File: config.mk
export PLATFORM = sky130hd
export DESIGN_NAME = vfpm_monitor
export DESIGN_NICKNAME = d
export VERILOG_FILES = /design/src/vfpm_pkg.sv /design/src/vfpm_monitor.sv
export VERILOG_INCLUDE_DIRS = /design/src
export SDC_FILE = /design/constraint.sdc
export NUM_CORES = 1
export LEC_CHECK = 0
export BUFFER_PORTS_ARGS = -buffer_cell sky130_fd_sc_hd__buf_2
export CORE_MARGIN = 2
export CORE_UTILIZATION = 63
export DETAILED_ROUTE_END_ITERATION = 8
export PLACE_DENSITY = 0.87
export REMOVE_ABC_BUFFERS = 1
export SYNTH_ARGS = -nofsm -noshare
export SYNTH_HDL_FRONTEND = slang
export SYNTH_SLANG_ARGS = --single-unit
export TNS_END_PERCENT = 5
File: constraint.sdc
create_clock -name core_clk -period 17.8 [get_ports core_clk]
set_input_delay 0.89 -clock core_clk [delete_from_list [all_inputs] [get_ports core_clk]]
set_output_delay 0.89 -clock core_clk [all_outputs]
set_load 0.02 [all_outputs]
File: src/vfpm_map.svh
`ifndef VFPM_MAP_SVH
`define VFPM_MAP_SVH

// Clock period and protection timings, in ns
`define VFPM_CLK_NS       20
`define VFPM_SAMPLE_NS    132000
`define VFPM_TD1_NS       4600000
`define VFPM_HICCUP_NS    8000000
`define VFPM_SAMPLE_CYC   (`VFPM_SAMPLE_NS / `VFPM_CLK_NS)
`define VFPM_TD1_CYC      (`VFPM_TD1_NS / `VFPM_CLK_NS)
`define VFPM_HICCUP_CYC   (`VFPM_HICCUP_NS / `VFPM_CLK_NS)

// Register map and values
`define VFPM_ADDR_OUTPUT_CURRENT_READING    8'h15
`define VFPM_OUTPUT_CURRENT_READING_FULL    8'hff
`define VFPM_CFG_KEEP     8'h01
`define VFPM_CFG_MAIN_RST 8'h00
`define VFPM_CFG_AUX_RST  8'h01
`define VFPM_AUX_PHASE    4

// Overtemp assert / release levels, hundredths of a percent of supply
`define VFPM_T90_ON       14'h11c8
`define VFPM_T90_OFF      14'h1294
`define VFPM_T95_ON       14'h1082
`define VFPM_T95_OFF      14'h1144
`define VFPM_T100_ON      14'h0f48
`define VFPM_T100_OFF     14'h1002
`define VFPM_T105_ON      14'h0e1e
`define VFPM_T105_OFF     14'h0ed0
`define VFPM_T110_ON      14'h0d04
`define VFPM_T110_OFF     14'h0dac
`define VFPM_T115_ON      14'h0bfc
`define VFPM_T115_OFF     14'h0c98
`define VFPM_T120_ON      14'h0b08
`define VFPM_T120_OFF     14'h0b9a

`endif

File: src/vfpm_pkg.sv
package vfpm_pkg;

  // Command to one PWM output
  typedef enum logic [1:0] {PWM_RUN, PWM_LOW, PWM_HIZ} vfpm_pwm_t;

  // Rail sequencing states
  typedef enum logic [2:0] {
    RS_OFF, RS_DELAY, RS_RAMP, RS_RUN, RS_HICCUP, RS_OVLOCK
  } vfpm_rail_st_t;

  // Per-rail comparator and sequencing inputs
  typedef struct packed {
    logic ovFixed;   // Output above fixed limit
    logic ovTrack;   // Output above reference plus tracking margin
    logic ovBelow;   // Output below reference plus release margin
    logic aboveRef;  // Output above reference
    logic firstPwm;  // First PWM pulse fired
    logic rampDone;  // Soft-start ramp finished
    logic offCode;   // Zero voltage code requested
  } vfpm_rail_in_t;

  // All asynchronous sense inputs
  typedef struct packed {
    logic [7:0]           imonCode;
    logic                 imonFull;
    logic                 imonOver;
    logic                 avgOver;
    logic [4:0]           peakOver;
    logic                 powerEnableIn;
    logic                 terminationEnableIn;
    logic [13:0]          mainThermistorSense;
    logic [13:0]          auxThermistorSense;
    vfpm_rail_in_t [1:0]  rail;
  } vfpm_sense_t;

  // Overtemp thresholds
  typedef struct packed {
    logic [13:0] onLvl;
    logic [13:0] offLvl;
  } vfpm_tlim_t;

  // Open-drain pin drive
  typedef struct packed {
    logic out;
    logic oe;
  } vfpm_od_t;

endpackage : vfpm_pkg

File: src/vfpm_monitor.sv
// Function
// - Sample monitor pin every 132us into register
// - At 900mV reading is FFh, alert low
// - Monitor pin above 1.12V causes shutdown
// - Ready low in shutdown, high after soft-start
// - Ready low on fault, disable, off-code
// - Config 01h keeps ready high on 00h
// - Aux ready behaves like main, independently, except that overcurrent never drops it
// - Overvoltage active from reset, fixed 2.3V first
// - Track reference plus 179mV after soft-start
// - Overvoltage drives low, tri-states below release
// - Overvoltage latches until reset or re-enable
// - Peak overcurrent forces phase low this cycle
// - Average overcurrent above 100uA causes shutdown
// - Overcurrent: tri-state, wait 8ms, retry
// - Overtemp output released before enable
// - Assert below on-level, release above off-level
// - Levels chosen by max temperature setting
// - Wait 4.6ms start-up delay before ramp
`timescale 1ns/1ps
`default_nettype none
`include "vfpm_map.svh"

module vfpm_monitor
  import vfpm_pkg::*;
#(
  parameter int          SAMPLE_CYC = `VFPM_SAMPLE_CYC,
  parameter int          TD1_CYC    = `VFPM_TD1_CYC,
  parameter int          HICCUP_CYC = `VFPM_HICCUP_CYC,
  parameter logic [7:0]  MAIN_CFG   = `VFPM_CFG_MAIN_RST,
  parameter logic [7:0]  AUX_CFG    = `VFPM_CFG_AUX_RST
) (
  // Clock and reset
  input  wire logic        core_clk,
  input  wire logic        reset,
  // Analog comparators, converters and enables
  input  wire vfpm_sense_t sensors,
  // Modulator cycle starts and temperature setting
  input  wire logic [4:0]  cycleStart,
  input  wire logic [2:0]  maxTempSetting,
  // Register read port
  input  wire logic [7:0]  regAddr,
  input  wire logic        regRead,
  output logic [7:0]       regData,
  output logic             regValid,
  // PWM commands, phase 4 is the aux rail
  output vfpm_pwm_t [4:0]  pwmCmd,
  // Open-drain pins
  output vfpm_od_t         mainRailReady,
  output vfpm_od_t         auxRailReady,
  output vfpm_od_t         regulatorOvertempN,
  output vfpm_od_t         alertN
);

  localparam int CW = 20;
  ////////////////////////////////////////////////////////////////////////
  // Input synchronisers
  vfpm_sense_t senseMeta;
  vfpm_sense_t sense;
  logic        enabled;
  logic        enPrev;
  logic        enRise;

  // two-flop sync, enable history kept alongside
  // Multi-bit codes may tear for one cycle; the next sample fixes it
  always_ff @(posedge core_clk or posedge reset) begin
    if (reset) begin
      senseMeta <= '0;
      sense     <= '0;
      enPrev    <= 1'b0;
    end else begin
      senseMeta <= sensors;
      sense     <= senseMeta;
      enPrev    <= enabled;
    end
  end

  // Both enables must be high; a rising edge reopens a latched rail
  assign enabled = sense.powerEnableIn & sense.terminationEnableIn;
  assign enRise  = enabled & ~enPrev;

  ////////////////////////////////////////////////////////////////////////
  // Output current reading
  logic [CW-1:0] sampleCnt;
  logic          sampleTick;
  logic [7:0]    reading;
  logic          alertOn;
  assign sampleTick = (sampleCnt == CW'(SAMPLE_CYC - 1));
  always_ff @(posedge core_clk or posedge reset) begin
    if (reset) begin
      sampleCnt <= '0;
    end else if (sampleTick) begin
      sampleCnt <= '0;
    end else begin
      sampleCnt <= sampleCnt + 1'b1;
    end
  end

  always_ff @(posedge core_clk or posedge reset) begin
    if (reset) begin
      reading <= '0;
      alertOn <= 1'b0;
    end else if (sampleTick) begin
      reading <= sense.imonFull ? `VFPM_OUTPUT_CURRENT_READING_FULL : sense.imonCode;
      alertOn <= sense.imonFull;
    end
  end

  // Unmapped addresses read zero
  always_ff @(posedge core_clk or posedge reset) begin
    if (reset) begin
      regData  <= '0;
      regValid <= 1'b0;
    end else begin
      regValid <= regRead;
      regData  <= (regRead && regAddr == `VFPM_ADDR_OUTPUT_CURRENT_READING) ? reading : '0;
    end
  end

  assign alertN = '{out: 1'b0, oe: alertOn};
  a_output_current_reading_full: assert property (@(posedge core_clk) disable iff (reset)
    sampleTick && sense.imonFull |=> reading == `VFPM_OUTPUT_CURRENT_READING_FULL)
    else $error("reading not saturated");
  a_output_current_reading_sample: assert property (@(posedge core_clk) disable iff (reset)
    sampleTick && !sense.imonFull |=> reading == $past(sense.imonCode))
    else $error("reading not sampled");

  ////////////////////////////////////////////////////////////////////////
  // Rail sequencing and protection
  vfpm_rail_st_t railSt [2];
  logic [1:0]    ovLow;
  logic [1:0]    readyQ;

  for (genvar r = 0; r < 2; r++) begin : g_rail
    localparam logic [7:0] CFG = (r == 0) ? MAIN_CFG : AUX_CFG;
    vfpm_rail_in_t ri;
    logic [CW-1:0] cnt;
    logic          seenAbove;
    logic          seenPwm;
    logic          trackMode;
    logic          everRan;
    logic          ovTrip;
    logic          ocTrip;
    logic          offDrop;
    assign ri = sense.rail[r];
    assign ovTrip  = trackMode ? ri.ovTrack : ri.ovFixed;
    // averaged current belongs to main rail
    assign ocTrip  = (r == 0) && (sense.avgOver | sense.imonOver);
    assign offDrop = ri.offCode && !(CFG == `VFPM_CFG_KEEP && everRan);

    // Sequencer; overvoltage wins over everything else
    always_ff @(posedge core_clk or posedge reset) begin
      if (reset) begin
        railSt[r] <= RS_OFF;
        cnt       <= '0;
      end else if (railSt[r] != RS_OVLOCK && ovTrip) begin
        railSt[r] <= RS_OVLOCK;
      end else if (railSt[r] != RS_OVLOCK && railSt[r] != RS_OFF
                   && !enabled) begin
        railSt[r] <= RS_OFF;
      end else begin
        case (railSt[r])
          RS_OFF: begin
            if (enabled) begin
              railSt[r] <= RS_DELAY;
              cnt       <= '0;
            end
          end
          RS_DELAY: begin
            if (cnt == CW'(TD1_CYC - 1)) begin
              railSt[r] <= RS_RAMP;
            end else begin
              cnt <= cnt + 1'b1;
            end
          end
          RS_RAMP, RS_RUN: begin
            if (ocTrip) begin
              railSt[r] <= RS_HICCUP;
              cnt       <= '0;
            end else if (railSt[r] == RS_RAMP && ri.rampDone) begin
              railSt[r] <= RS_RUN;
            end
          end
          RS_HICCUP: begin
            if (cnt == CW'(HICCUP_CYC - 1)) begin
              railSt[r] <= RS_RAMP;
            end else begin
              cnt <= cnt + 1'b1;
            end
          end
          RS_OVLOCK: begin
            if (enRise) begin
              railSt[r] <= RS_DELAY;
              cnt       <= '0;
            end
          end
          default: railSt[r] <= RS_OFF;
        endcase
      end
    end

    always_ff @(posedge core_clk or posedge reset) begin
      if (reset) begin
        seenAbove <= 1'b0;
        seenPwm   <= 1'b0;
        trackMode <= 1'b0;
      end else if (railSt[r] inside {RS_OFF, RS_DELAY, RS_HICCUP}) begin
        seenAbove <= 1'b0;
        seenPwm   <= 1'b0;
        trackMode <= 1'b0;
      end else if (railSt[r] != RS_OVLOCK) begin
        seenAbove <= seenAbove | ri.aboveRef;
        seenPwm   <= seenPwm | ri.firstPwm;
        trackMode <= trackMode
                   | (railSt[r] == RS_RUN && seenAbove && seenPwm);
      end
    end

    // low on trip, released below margin; trip wins
    always_ff @(posedge core_clk or posedge reset) begin
      if (reset) begin
        ovLow[r] <= 1'b0;
      end else if (ovTrip) begin
        ovLow[r] <= 1'b1;
      end else if (ri.ovBelow || railSt[r] != RS_OVLOCK) begin
        ovLow[r] <= 1'b0;
      end
    end

    always_ff @(posedge core_clk or posedge reset) begin
      if (reset) begin
        everRan   <= 1'b0;
        readyQ[r] <= 1'b0;
      end else begin
        everRan   <= enabled & (everRan | railSt[r] == RS_RUN);
        readyQ[r] <= (railSt[r] == RS_RUN) && !offDrop;
      end
    end

    a_ready_low: assert property (@(posedge core_clk) disable iff (reset)
      railSt[r] != RS_RUN |=> !readyQ[r])
      else $error("ready high outside run");
    a_ready_off: assert property (@(posedge core_clk) disable iff (reset)
      ri.offCode && !(CFG == `VFPM_CFG_KEEP && everRan) |=> !readyQ[r])
      else $error("ready high on off code");
    a_ovp_lock: assert property (@(posedge core_clk) disable iff (reset)
      railSt[r] == RS_OVLOCK && !enRise |=> railSt[r] == RS_OVLOCK)
      else $error("overvoltage lock left early");
    a_oc_trip: assert property (@(posedge core_clk) disable iff (reset)
      railSt[r] == RS_RUN && ocTrip && enabled && !ovTrip
      |=> railSt[r] == RS_HICCUP)
      else $error("overcurrent ignored");
    a_hiccup_wait: assert property (@(posedge core_clk) disable iff (reset)
      railSt[r] == RS_HICCUP && cnt < CW'(HICCUP_CYC - 1) && enabled
      && !ovTrip |=> railSt[r] == RS_HICCUP)
      else $error("hiccup wait cut short");
    a_delay_wait: assert property (@(posedge core_clk) disable iff (reset)
      railSt[r] == RS_DELAY && cnt < CW'(TD1_CYC - 1) && enabled
      && !ovTrip |=> railSt[r] == RS_DELAY)
      else $error("start-up delay cut short");
  end

  assign mainRailReady = '{out: 1'b0, oe: ~readyQ[0]};
  assign auxRailReady  = '{out: 1'b0, oe: ~readyQ[1]};

  ////////////////////////////////////////////////////////////////////////
  // Per-phase limiting and PWM commands
  logic [4:0] peakLim;
  for (genvar p = 0; p < 5; p++) begin : g_phase
    localparam int R = (p == `VFPM_AUX_PHASE) ? 1 : 0;
    // hold low to cycle end; new trip wins over cycle start
    always_ff @(posedge core_clk or posedge reset) begin
      if (reset) begin
        peakLim[p] <= 1'b0;
      end else if (sense.peakOver[p]) begin
        peakLim[p] <= 1'b1;
      end else if (cycleStart[p]) begin
        peakLim[p] <= 1'b0;
      end
    end

    always_ff @(posedge core_clk or posedge reset) begin
      if (reset) begin
        pwmCmd[p] <= PWM_HIZ;
      end else begin
        case (railSt[R])
          RS_OVLOCK: pwmCmd[p] <= ovLow[R] ? PWM_LOW : PWM_HIZ;
          RS_RAMP, RS_RUN: pwmCmd[p] <= peakLim[p] ? PWM_LOW : PWM_RUN;
          default: pwmCmd[p] <= PWM_HIZ;
        endcase
      end
    end

    a_peak_low: assert property (@(posedge core_clk) disable iff (reset)
      peakLim[p] && railSt[R] == RS_RUN |=> pwmCmd[p] == PWM_LOW)
      else $error("limited phase not low");
    a_ovp_low: assert property (@(posedge core_clk) disable iff (reset)
      ovLow[R] && railSt[R] == RS_OVLOCK |=> pwmCmd[p] == PWM_LOW)
      else $error("overvoltage phase not low");
  end

  ////////////////////////////////////////////////////////////////////////
  // Thermal monitoring
  // level table
  function automatic vfpm_tlim_t tempLimits(input logic [2:0] sel);
    vfpm_tlim_t lim;
    case (sel)
      3'h0:    lim = '{`VFPM_T90_ON,  `VFPM_T90_OFF};
      3'h1:    lim = '{`VFPM_T95_ON,  `VFPM_T95_OFF};
      3'h3:    lim = '{`VFPM_T105_ON, `VFPM_T105_OFF};
      3'h4:    lim = '{`VFPM_T110_ON, `VFPM_T110_OFF};
      3'h5:    lim = '{`VFPM_T115_ON, `VFPM_T115_OFF};
      3'h6:    lim = '{`VFPM_T120_ON, `VFPM_T120_OFF};
      default: lim = '{`VFPM_T100_ON, `VFPM_T100_OFF};
    endcase
    return lim;
  endfunction : tempLimits

  vfpm_tlim_t tLim;
  logic       hotOn;
  logic       hotOff;
  logic       hot;
  assign tLim   = tempLimits(maxTempSetting);
  // Hotter means lower divider voltage
  assign hotOn  = (sense.mainThermistorSense < tLim.onLvl)
                | (sense.auxThermistorSense < tLim.onLvl);
  assign hotOff = (sense.mainThermistorSense > tLim.offLvl)
                & (sense.auxThermistorSense > tLim.offLvl);

  always_ff @(posedge core_clk or posedge reset) begin
    if (reset) begin
      hot <= 1'b0;
    end else if (!enabled) begin
      hot <= 1'b0;
    end else if (hotOn) begin
      hot <= 1'b1;
    end else if (hotOff) begin
      hot <= 1'b0;
    end
  end

  assign regulatorOvertempN = '{out: 1'b0, oe: hot};
  a_hot_off: assert property (@(posedge core_clk) disable iff (reset)
    !enabled |=> !hot)
    else $error("overtemp driven before enable");
  a_hot_on: assert property (@(posedge core_clk) disable iff (reset)
    enabled && hotOn |=> hot)
    else $error("overtemp not asserted");
  a_hot_hold: assert property (@(posedge core_clk) disable iff (reset)
    hot && enabled && !hotOff |=> hot)
    else $error("overtemp released early");

endmodule : vfpm_monitor
`default_nettype wire

==> results of run 1 <==
logic make-up (layout without fill, tap and decap cells):
family,count (synthesis),in the layout
AND/OR/NAND/NOR,327,327
flip-flops,229,229
AO/OA/AOI/OAI,130,130
buffers and inverters,58,168
adder cells (fa/ha/maj),49,49
XOR/XNOR,40,40
multiplexers,5,5
other,1,4
worst paths after layout:
kind	cells past startpoint	from	end
max in group asynchronous	4	reset	sense[19]
max reg2reg	6	g_rail[1].trackMode	g_rail[1].cnt[8]
max	6	g_rail[1].trackMode	g_rail[1].cnt[8]
min reg2reg	0	senseMeta[49]	sense[49]
min	0	senseMeta[49]	sense[49]
min in group asynchronous	2	reset	regData[3]
state kept, by name (all words and copies together) (netlist names):
name and flops:
pwmCmd 7, railSt 6, hot 1, g_rail.seenPwm 2, g_rail.everRan 1, regValid 1, sense 46, g_rail.trackMode 2
readyQ 2, senseMeta 60, sampleCnt 20, alertOn 1, g_rail.ri 13, g_rail.cnt 40, ovLow 2, peakLim 5
g_rail.offDrop 1, g_rail.seenAbove 2, regData 8, reading 8, enPrev 1
cell type report:
type                    count  area (sq um)
clock buffers              25           592
clock inverters            12           158
fillers                  1001          4080
inverters                  26           105
multi-input cells         555          3600
flip-flops and latches    229          5730
well taps                 188           235
repair buffers            105           536
metal layers:
metal	part of all wire	vias up	global-route usage	wire, microns
met5	0	-	0	0
met4	0.028	0	0.0834	534
met3	0.042	40	0.0331	802
met2	0.52	190	0.432	10000
met1	0.41	3300	0.325	7950
li1	-	3152	-	-
cell usage in the layout (no fill, tap or decap), types with 14 or more instances in the layout:
cell | synthesis | routed
nand3_1 | 26 | 26
nor2_1 | 76 | 76
clkbuf_16 | 0 | 22
a21oi_1 | 45 | 45
nor3_1 | 24 | 24
inv_1 | 26 | 25
ha_1 | 47 | 47
and2_1 | 15 | 15
a21o_1 | 15 | 15
buf_2 | 1 | 101
or3_1 | 14 | 14
xnor2_1 | 31 | 31
dfrtp_1 | 227 | 227
nand2_1 | 73 | 73
nor2b_1 | 14 | 14
nand4_1 | 18 | 18
o21ai_0 | 28 | 28
worst reg2reg max path, cell delays in order, from the launching register on:
cell	delay (ns)
dfrtp_1	0.39
mux2_2	0.40
mux2_2	0.30
nor3_1	0.23
nand3_1	0.85
or4_1	0.80
a21oi_1	0.15
power by group:
part / switching (W) / leakage [nW] / internal [W]
combinational: 0.0000918 / 1.88 / 0.0000518
clock: 0.000194 / 0.362 / 0.000283
sequential: 0.0000268 / 2.85 / 0.000551
through the flow:
stage          utilization  area (sq um)  hold WS, ns  std cells  setup slack (ns)
2_1_floorplan            -          9420        0.331        810             10.64
3_3_place_gp         0.679         10200        0.332       1103             14.47
3_5_place_dp         0.679         10200        0.335       1103             14.39
4_1_cts              0.729         11000        0.349       1140             14.61
5_1_grt              0.729         11000        0.355       1140             14.28
6_report             0.729         11000        0.347       1140             14.60
==> results.md, run 1 <==
- Status: completed
- Synthesis-to-layout area growth: 14.5%
- Cell Chain, Critical Path: mux2_2 > mux2_2 > nor3_1 > nand3_1 > or4_1 > a21oi_1
- CP Buf/Inv Count: 0
- CTS max path bufs: 3
- Synth top area share: 0.594
- Critical Path AT: 3.61 ns
- Cell variety after synth: 64
- Final setup viols: 0
- Worst-margin pin slew: 1.23 ns
- Number of synthesis warnings: 0
- # hold bufs at CTS: 0
- Number of H-tree levels: 1
- Asr flop ratio synth: 1.00
- Share of cells above drive strength 1: 0.166
- Simple-Gate Fraction of Synth Area: 0.179
- Setup_tns: 0 ns
- Most common cell in the netlist: dfrtp_1
- CP max-delay cell: nand3_1
- Critical path startpoint category: flip-flop
- Pleak: 5.10 nW
- Slew headroom: 0.178
- Unrepaired setup endpoints after global routing: false
- Post-Synth XOR/XNOR Area: 0.0366
- TritonRoute pass-1 iters: 5
- Slew Viols, Final: 0
- Synth Cell Area: 9570 sq um
- Max Cap Violations: 0
- Mux share of post-synthesis cell area: 0.00706
- Routed len/inst: 16.9 microns
- Clock skew: 0.0121 ns
- Syn_area_per_cell: 11.4 sq um
- Dpl hpwl: 12.5 mm
- Grt total ovfl: 0
- Delay-heaviest family, CP: simple AND/OR/NAND/NOR gates
- Initial antenna violation count: 0
- CP peak stage delay: 0.85 ns
- Later-pin clock latency in the skew report: 0.50 ns
- Worst path most repeated cell: mux2_2
- Cts repair resizes: 0
- Num CTS Buffers: 22
- Synth Area in Adders: 0.0646
- Vias in the first global route: 6757
- Crit end category: flip-flop
- CTS root buffer: clkbuf_16
- Crit-path max FO: 40
- HP Class: flip-flop to flip-flop
- Die Y: 127 microns
- R2R setup slack: 14.60 ns
- Detail Route Antenna Nets: 0
- Wire length of the first global-routing pass: 32.4 mm
- Vias post-DR: 6682
- Nets: 1066
- DRC errors left: 0
- Compound-gate portion of the synthesized area: 0.0860
- CTS Sinks: 229
- FF+latch count, synth: 229
- Synth top cells by count: 227 x dfrtp_1, 76 x nor2_1, 73 x nand2_1
- Final hold viol count: 0
- EDFF count, synth: 0
- Core Area: 15000 sq um
- F_max: 313 MHz
- Post-CTS setup buffers: 0
- Starting density of the core: 0.636
- Vias per Instance: 5.86
- Largest net degree at the start of global routing: 103
- FP Rows: 45
- All-layer global routing usage: 0.248
- Die X: 127 microns
- Pwr Density: 109 nW/um^2
- Die footprint: 16200 sq um
- Area contributors post-synth: dfrtp_1 59%, ha_1 6.1%, nor2_1 3.0%
- Clock slew seen by the registers of the worst setup and hold paths: 0.07 ns
- DR iter-0 viols: 497
- Largest family of logic cells by synthesized area: simple AND/OR/NAND/NOR gates
- Worst IR Drop VDD: 0.103 mV
- I/O pins: 106
- Area leader, netlist: dfrtp_1
- Critical path type: flip-flop to flip-flop
- Critical Path RT: 18.22 ns
- Cells after Synth: 839
- Minimum clock period: 3.20 ns
- Fin crit share: 0.180
- Ys flop type: dfrtp_1
- Number of port buffers: 101
- Final WL: 19.3 mm
- TritonCTS clock tree: yes
- Gpl congestion: 0.865
- N_diodes: 0
- Register area share after synthesis: 0.599
- Design Power: 0.00120 W
Power figures use the tool's default switching activity.
==> inputs of run 2 (changes only) <==
Settings changed: ABC_AREA set to 1, CORE_UTILIZATION 63 to 53, PLACE_DENSITY 0.87 to 0.78.
Clock period 17.8 ns to 2.6 ns, I/O delays scaled along.
==> results.md, run 2 <==
- Critical path type: flip-flop to flip-flop
- Minimum clock period: 2.10 ns
- HP Class: primary input to flip-flop
- Most frequent cells in the layout: 227 x dfrtp_1, 188 x nand2_1, 130 x inv_1
- Critical Path AT: 2.49 ns
- Area contributors post-synth: dfrtp_1 54%, nand2_1 6.8%, ha_1 5.6%
- Gate power share: 0.204
- Internal power: 0.00669 W
- Die Y: 144 microns
- All-layer global routing usage: 0.223
- Status: completed
- Psw: 0.00290 W
- Final WL: 22.5 mm
- EDFF count, synth: 0
- Dpl hpwl: 15.2 mm
- Syn_area_per_cell: 9.45 sq um
- CTS max path bufs: 3
- Post-route cell area: 12700 sq um
- Sw frac: 0.303
- TritonCTS clock tree: yes
- Routed len/inst: 14.4 microns
- Fin crit share: 0.807
- Pwr Density: 756 nW/um^2
- Synth top area share: 0.545
- Asr flop ratio synth: 1.00
- Most common cell after layout, fill and taps aside: dfrtp_1
- Unrepaired setup endpoints after global routing: false
- Detail Route Antenna Nets: 0
- Top reg by flops: senseMeta
- FP Rows: 51
- Grt total ovfl: 0
- F_max: 477 MHz
- Critical path startpoint category: flip-flop
- Cells after Synth: 1104
- Hold Path End: regData[7]
- Largest registers: senseMeta: 60 flops, sense: 46 flops, g_rail.cnt: 40 flops
- Vias post-DR: 8084
- Pleak: 6.01 nW
- Max reg flops: 60
- Synth Cell Area: 10400 sq um
- Clock slew seen by the registers of the worst setup and hold paths: 0.06 ns
- Vias in the first global route: 7783
- Later-pin clock latency in the skew report: 0.53 ns
- Worst R2R Path Depth: 10
- N_diodes: 0
- Num CTS Buffers: 24
- Post-layout util: 0.654
- Area leader, netlist: dfrtp_1
- Worst IR Drop VDD: 0.636 mV
- Largest net degree at the start of global routing: 98
- Worst-margin pin slew: 0.672 ns
- Initial antenna violation count: 0
- Nets: 1408
- CTS root buffer: clkbuf_16
- Number of H-tree levels: 1
- CP peak stage delay: 0.35 ns
- Hold depth: 4
- Ys flop type: dfrtp_1
- Worst R2R End: g_rail[1].cnt[15]
- Starting density of the core: 0.538
- Die footprint: 20800 sq um
- Gpl congestion: 0.945
- Core Area: 19400 sq um
- Cell Chain, Critical Path: ha_1 > nand2_1 > nor2_1 > inv_1 > nor4_2 > nand4_1 > nand3_4 > inv_6 > nand3_1 > o21ai_1
- DRC errors left: 0
- Slew headroom: 0.552
- Vias per Instance: 5.17
- Max Cap Violations: 0
- I/O pins: 106
- Die X: 144 microns
- Clock share of power: 0.378
- Crit-path max FO: 31
- Worst R2R Start: g_rail[1].cnt[0]
- CTS Sinks: 229
- CP max-delay cell: dfrtp_1
- Cell variety after synth: 53
- Synth top cells by count: 227 x dfrtp_1, 188 x nand2_1, 131 x inv_1
- Final hold viol count: 0
- Synthesis-to-layout area growth: 21.6%
- R2R setup slack: 0.50 ns
- Register area share after synthesis: 0.550
- Wire length of the first global-routing pass: 37.7 mm
- Most common cell in the netlist: dfrtp_1
- TritonRoute pass-1 iters: 6
- Placed Area: 11200 sq um
- Critical Path RT: 2.99 ns
- Share of cells above drive strength 1: 0.146
- Hold_sp: regAddr[5]
- DR iter-0 viols: 628
- Clock skew: 0.0231 ns
- Final setup viols: 0
- Crit end category: flip-flop
- Number of synthesis warnings: 0
- FF+latch count, synth: 229
- Seq pwr share: 0.418
- Slew Viols, Final: 0
- Number of port buffers: 101
[run 2: cell count changes after synthesis, moves of 12 or more]
cell and delta:
nand3_1 +44, o21ai_0 +24, or3_1 -14, o21ai_2 +12, nand2_1 +115, xnor2_1 -24
inv_1 +105, nor2b_1 -14, and2_1 -14, xor2_1 +18, nor2_1 +40, nand4_1 +18
clkbuf_1 -13, a21o_1 -14
[run 2: cell families after synthesis]
kind of cell	count (synthesis)	share of synthesized area
and+or+nand+nor	488	0.215
xor gates and xnor gates	34	0.0285
AOI/OAI and AO/OA	139	0.0784
other	1	0.000359
adders and majority gates	48	0.0583
DFF	229	0.550
buffers and inverters	165	0.0697
[run 2: cell type report]
type	count	area [sq um]
Clock buffer	36	696
Multi-Input combinational cell	713	3980
Sequential cell	229	5730
Inverter	139	536
Tap cell	265	332
Timing Repair Buffer	174	1250
Clock inverter	7	164
Fill cell	1539	6710
[run 2: repair_timing]
item / in CTS / in global routing
hold endpoints to repair: 158 / 0
resized for setup: 0 / 0
hold buffers: 67 / 0
setup buffers: 0 / 0
[run 2: power groups by stage]
stage	Clock, W	Sequential, W	Combinational (W)
4_1_cts	0.00370	0.00401	0.00194
2_1_floorplan	0	0.00411	0.00122
6_report	0.00362	0.00401	0.00196
5_1_grt	0.00388	0.00403	0.00220
3_5_place_dp	0	0.00406	0.00185
3_3_place_gp	0	0.00406	0.00180
[run 2: worst max-delay path: cells and delay by family, from the launching register on]
family	cells	cell delay, ns
AO/OA/AOI/OAI	1	0.06
flip-flops	1	0.35
buffers and inverters	2	0.27
AND/OR/NAND/NOR	6	1.06
adder cells (fa/ha/maj)	1	0.22
[run 2: metrics by stage]
stage | hold slack, ns | cells | setup TNS [ns] | power [W] | worst slack [ns]
2_1_floorplan | 0.161 | 1081 | -867.33 | 0.00534 | -3.80
3_3_place_gp | 0.238 | 1453 | 0 | 0.00586 | 0.424
3_5_place_dp | 0.239 | 1453 | 0 | 0.00591 | 0.386
4_1_cts | 0.0175 | 1563 | 0 | 0.00965 | 0.505
5_1_grt | 0.0681 | 1563 | 0 | 0.0101 | 0.332
6_report | 0.0350 | 1563 | 0 | 0.00959 | 0.502
[run 2: worst max-delay path by stage]
| stage | start | end |
|---|---|---|
| detailed placement | maxTempSetting[2] | hot |
| global placement | maxTempSetting[0] | hot |
| finish | g_rail[1].cnt[0] | g_rail[1].cnt[15] |
| global route | railSt[1] | g_rail[1].cnt[15] |
| CTS | g_rail[1].cnt[0] | g_rail[1].cnt[14] |
| floorplan | reset | alertOn |
[run 2: metal layers]
layer,vias to the layer above,track usage,routed length [microns]
met5,-,0,0
met4,0,0.0542,539
met3,46,0.0361,1050
met2,252,0.371,10900
met1,3816,0.309,9980
li1,3970,-,-
==> inputs of run 3 (changes only) <==
Settings changed: CORE_UTILIZATION 53 to 59, PLACE_DENSITY 0.78 to 0.82.
Clock period 2.6 ns to 2.08 ns, I/O delays scaled along.
==> results.md, run 3 (same netlist as run 2, synthesis figures left out) <==
- Critical path type: flip-flop to flip-flop
- Die footprint: 18800 sq um
- CP max-delay cell: dfrtp_1
- Max Cap Violations: 0
- CP Buf/Inv Count: 1
- Met2 Routed Length: 12.2 mm
- Num CTS Buffers: 23
- Vias in the first global route: 8298
- Nets: 1435
- Largest net degree at the start of global routing: 70
- DR iter-0 viols: 851
- Post-layout util: 0.742
- Critical Path RT: 2.51 ns
- Core Area: 17300 sq um
- Non-filler cells in the finished layout: 1550
- Setup ws final: 0.0958 ns
- TritonCTS clock tree: yes
- Max reg flops: 60
- Met3 routed WL: 1.27 mm
- CTS Sinks: 229
- Share of cells above drive strength 1: 0.172
- Slew headroom: 0.645
- HP Class: primary input to flip-flop
- R2R setup slack: 0.1 ns
- Placed Area: 11300 sq um
- Number of H-tree levels: 1
- Starting density of the core: 0.603
- Fill cells: 1229
- I/O pins: 106
- All-layer global routing usage: 0.269
- CTS max path bufs: 3
- DRC errors left: 0
- CP peak stage delay: 0.50 ns
- Final hold viol count: 0
- Unrepaired setup endpoints after global routing: true
- Metal1 wirelength: 10.1 mm
- Die Y: 137 microns
- Crit end category: flip-flop
- Slew Viols, Final: 0
- Worst R2R Path Depth: 9
- Gpl congestion: 0.919
- Pre-CTS setup slack: -0.0635 ns
- Most common cell after layout, fill and taps aside: dfrtp_1
- Cells after DPL: 1441
- Critical Path AT: 2.41 ns
- Delay-heaviest family, CP: simple AND/OR/NAND/NOR gates
- Synthesis-to-layout area growth: 23.0%
- TritonRoute pass-1 iters: 6
- CTS root buffer: clkbuf_16
- Detail Route Antenna Nets: 0
- Hold_sp: regAddr[5]
- Clock skew: 0.0267 ns
- N_diodes: 0
- Grt total ovfl: 0
- Vias post-DR: 8339
- Vias per Instance: 5.38
- Crit-path max FO: 31
- Most frequent cells in the layout: 226 x dfrtp_1, 188 x nand2_1, 128 x inv_1
- Worst-margin pin slew: 0.528 ns
- Top reg by flops: senseMeta
- Hold depth: 4
- Top sig layer: met4
- FP Rows: 48
- Status: completed
- Largest registers: senseMeta: 60 flops, sense: 46 flops, g_rail.cnt: 40 flops
- F_max: 504 MHz
- Initial antenna violation count: 0
- Fin crit share: 0.954
- Worst IR Drop VDD: 0.962 mV
- Wire length of the first global-routing pass: 40.3 mm
- Worst R2R Start: railSt[1]
- Dpl hpwl: 16.4 mm
- Post-CTS setup buffers: 0
- Final WL: 24.2 mm
- Number of port buffers: 101
- Later-pin clock latency in the skew report: 0.53 ns
- Pleak: 6.12 nW
- Clock slew seen by the registers of the worst setup and hold paths: 0.06 ns
- Pwr Density: 933 nW/um^2
- Worst R2R End: g_rail[1].cnt[15]
- Minimum clock period: 1.98 ns
- Die X: 137 microns
- Post-route cell area: 12800 sq um
- Hold Path End: regData[0]
- Cell Chain, Critical Path: nor2_2 > nand2_1 > nand3_1 > nand2_1 > nor3_2 > nand3_4 > inv_8 > nand3_1 > o21ai_1
- Routed len/inst: 15.6 microns
- Final setup viols: 0
- Critical path startpoint category: flip-flop
## run 3: what timing repair did
| item | 4_1_cts | 5_1_grt |
|---|---|---|
| hold buffers | 67 | 0 |
| setup endpoints to repair | 0 | 24 |
| resized for setup | 0 | 13 |
| endpoints found under the hold margin | 130 | 0 |
## run 3: worst max-delay path by stage
stage | startpoint | endpoint | slack [ns] | cells after the start
after floorplan | reset | alertOn | -4.30 | 1
final | railSt[1] | g_rail[1].cnt[15] | 0.1 | 9
after global placement | maxTempSetting[0] | hot | -0.05 | 15
after CTS | sampleCnt[0] | sampleCnt[16] | 0.07 | 11
after detailed placement | maxTempSetting[2] | hot | -0.06 | 17
after global routing | railSt[1] | g_rail[1].cnt[15] | -0.03 | 9
## run 3: layer usage
metal / GRT usage / vias up
met5: 0 / -
met4: 0.0813 / 0
met3: 0.0430 / 63
met2: 0.460 / 276
met1: 0.356 / 3949
li1: - / 4051
## run 3: cell type report
type | count | area, sq um | share of cell area
inverter | 139 | 541 | 0.0421
clock buffer | 32 | 659 | 0.0514
timing repair buffer | 202 | 1460 | 0.114
tap | 225 | 282 | 0.0219
multi-input combinational | 713 | 4010 | 0.312
clock inverter | 10 | 149 | 0.0116
sequential | 229 | 5730 | 0.447
## run 3: worst reg2reg max path, stage by stage, from the launching register on
cell and delay, ns:
dfrtp_1 0.50, nor2_2 0.22, nand2_1 0.14, nand3_1 0.12, nand2_1 0.12, nor3_2 0.22, nand3_4 0.15, inv_8 0.21
nand3_1 0.12, o21ai_1 0.09
## run 3: power breakdown
group          switching, W  total [W]  internal, W  leakage, nW
registers          0.000229    0.00502      0.00479         2.85
logic               0.00176    0.00260     0.000837         2.88
clock network       0.00174    0.00435      0.00261        0.392
total               0.00373     0.0120      0.00824         6.12
## run 3: through the flow
step	TNS (ns)	total power [W]	hold WS, ns
final	0	0.0120	0.0715
after detailed placement	-0.0635	0.00751	0.188
after global routing	-0.0562	0.0126	0.0703
after CTS	0	0.0120	0.0430
after global placement	-0.0531	0.00742	0.182
after floorplan	-980.45	0.00667	0.135
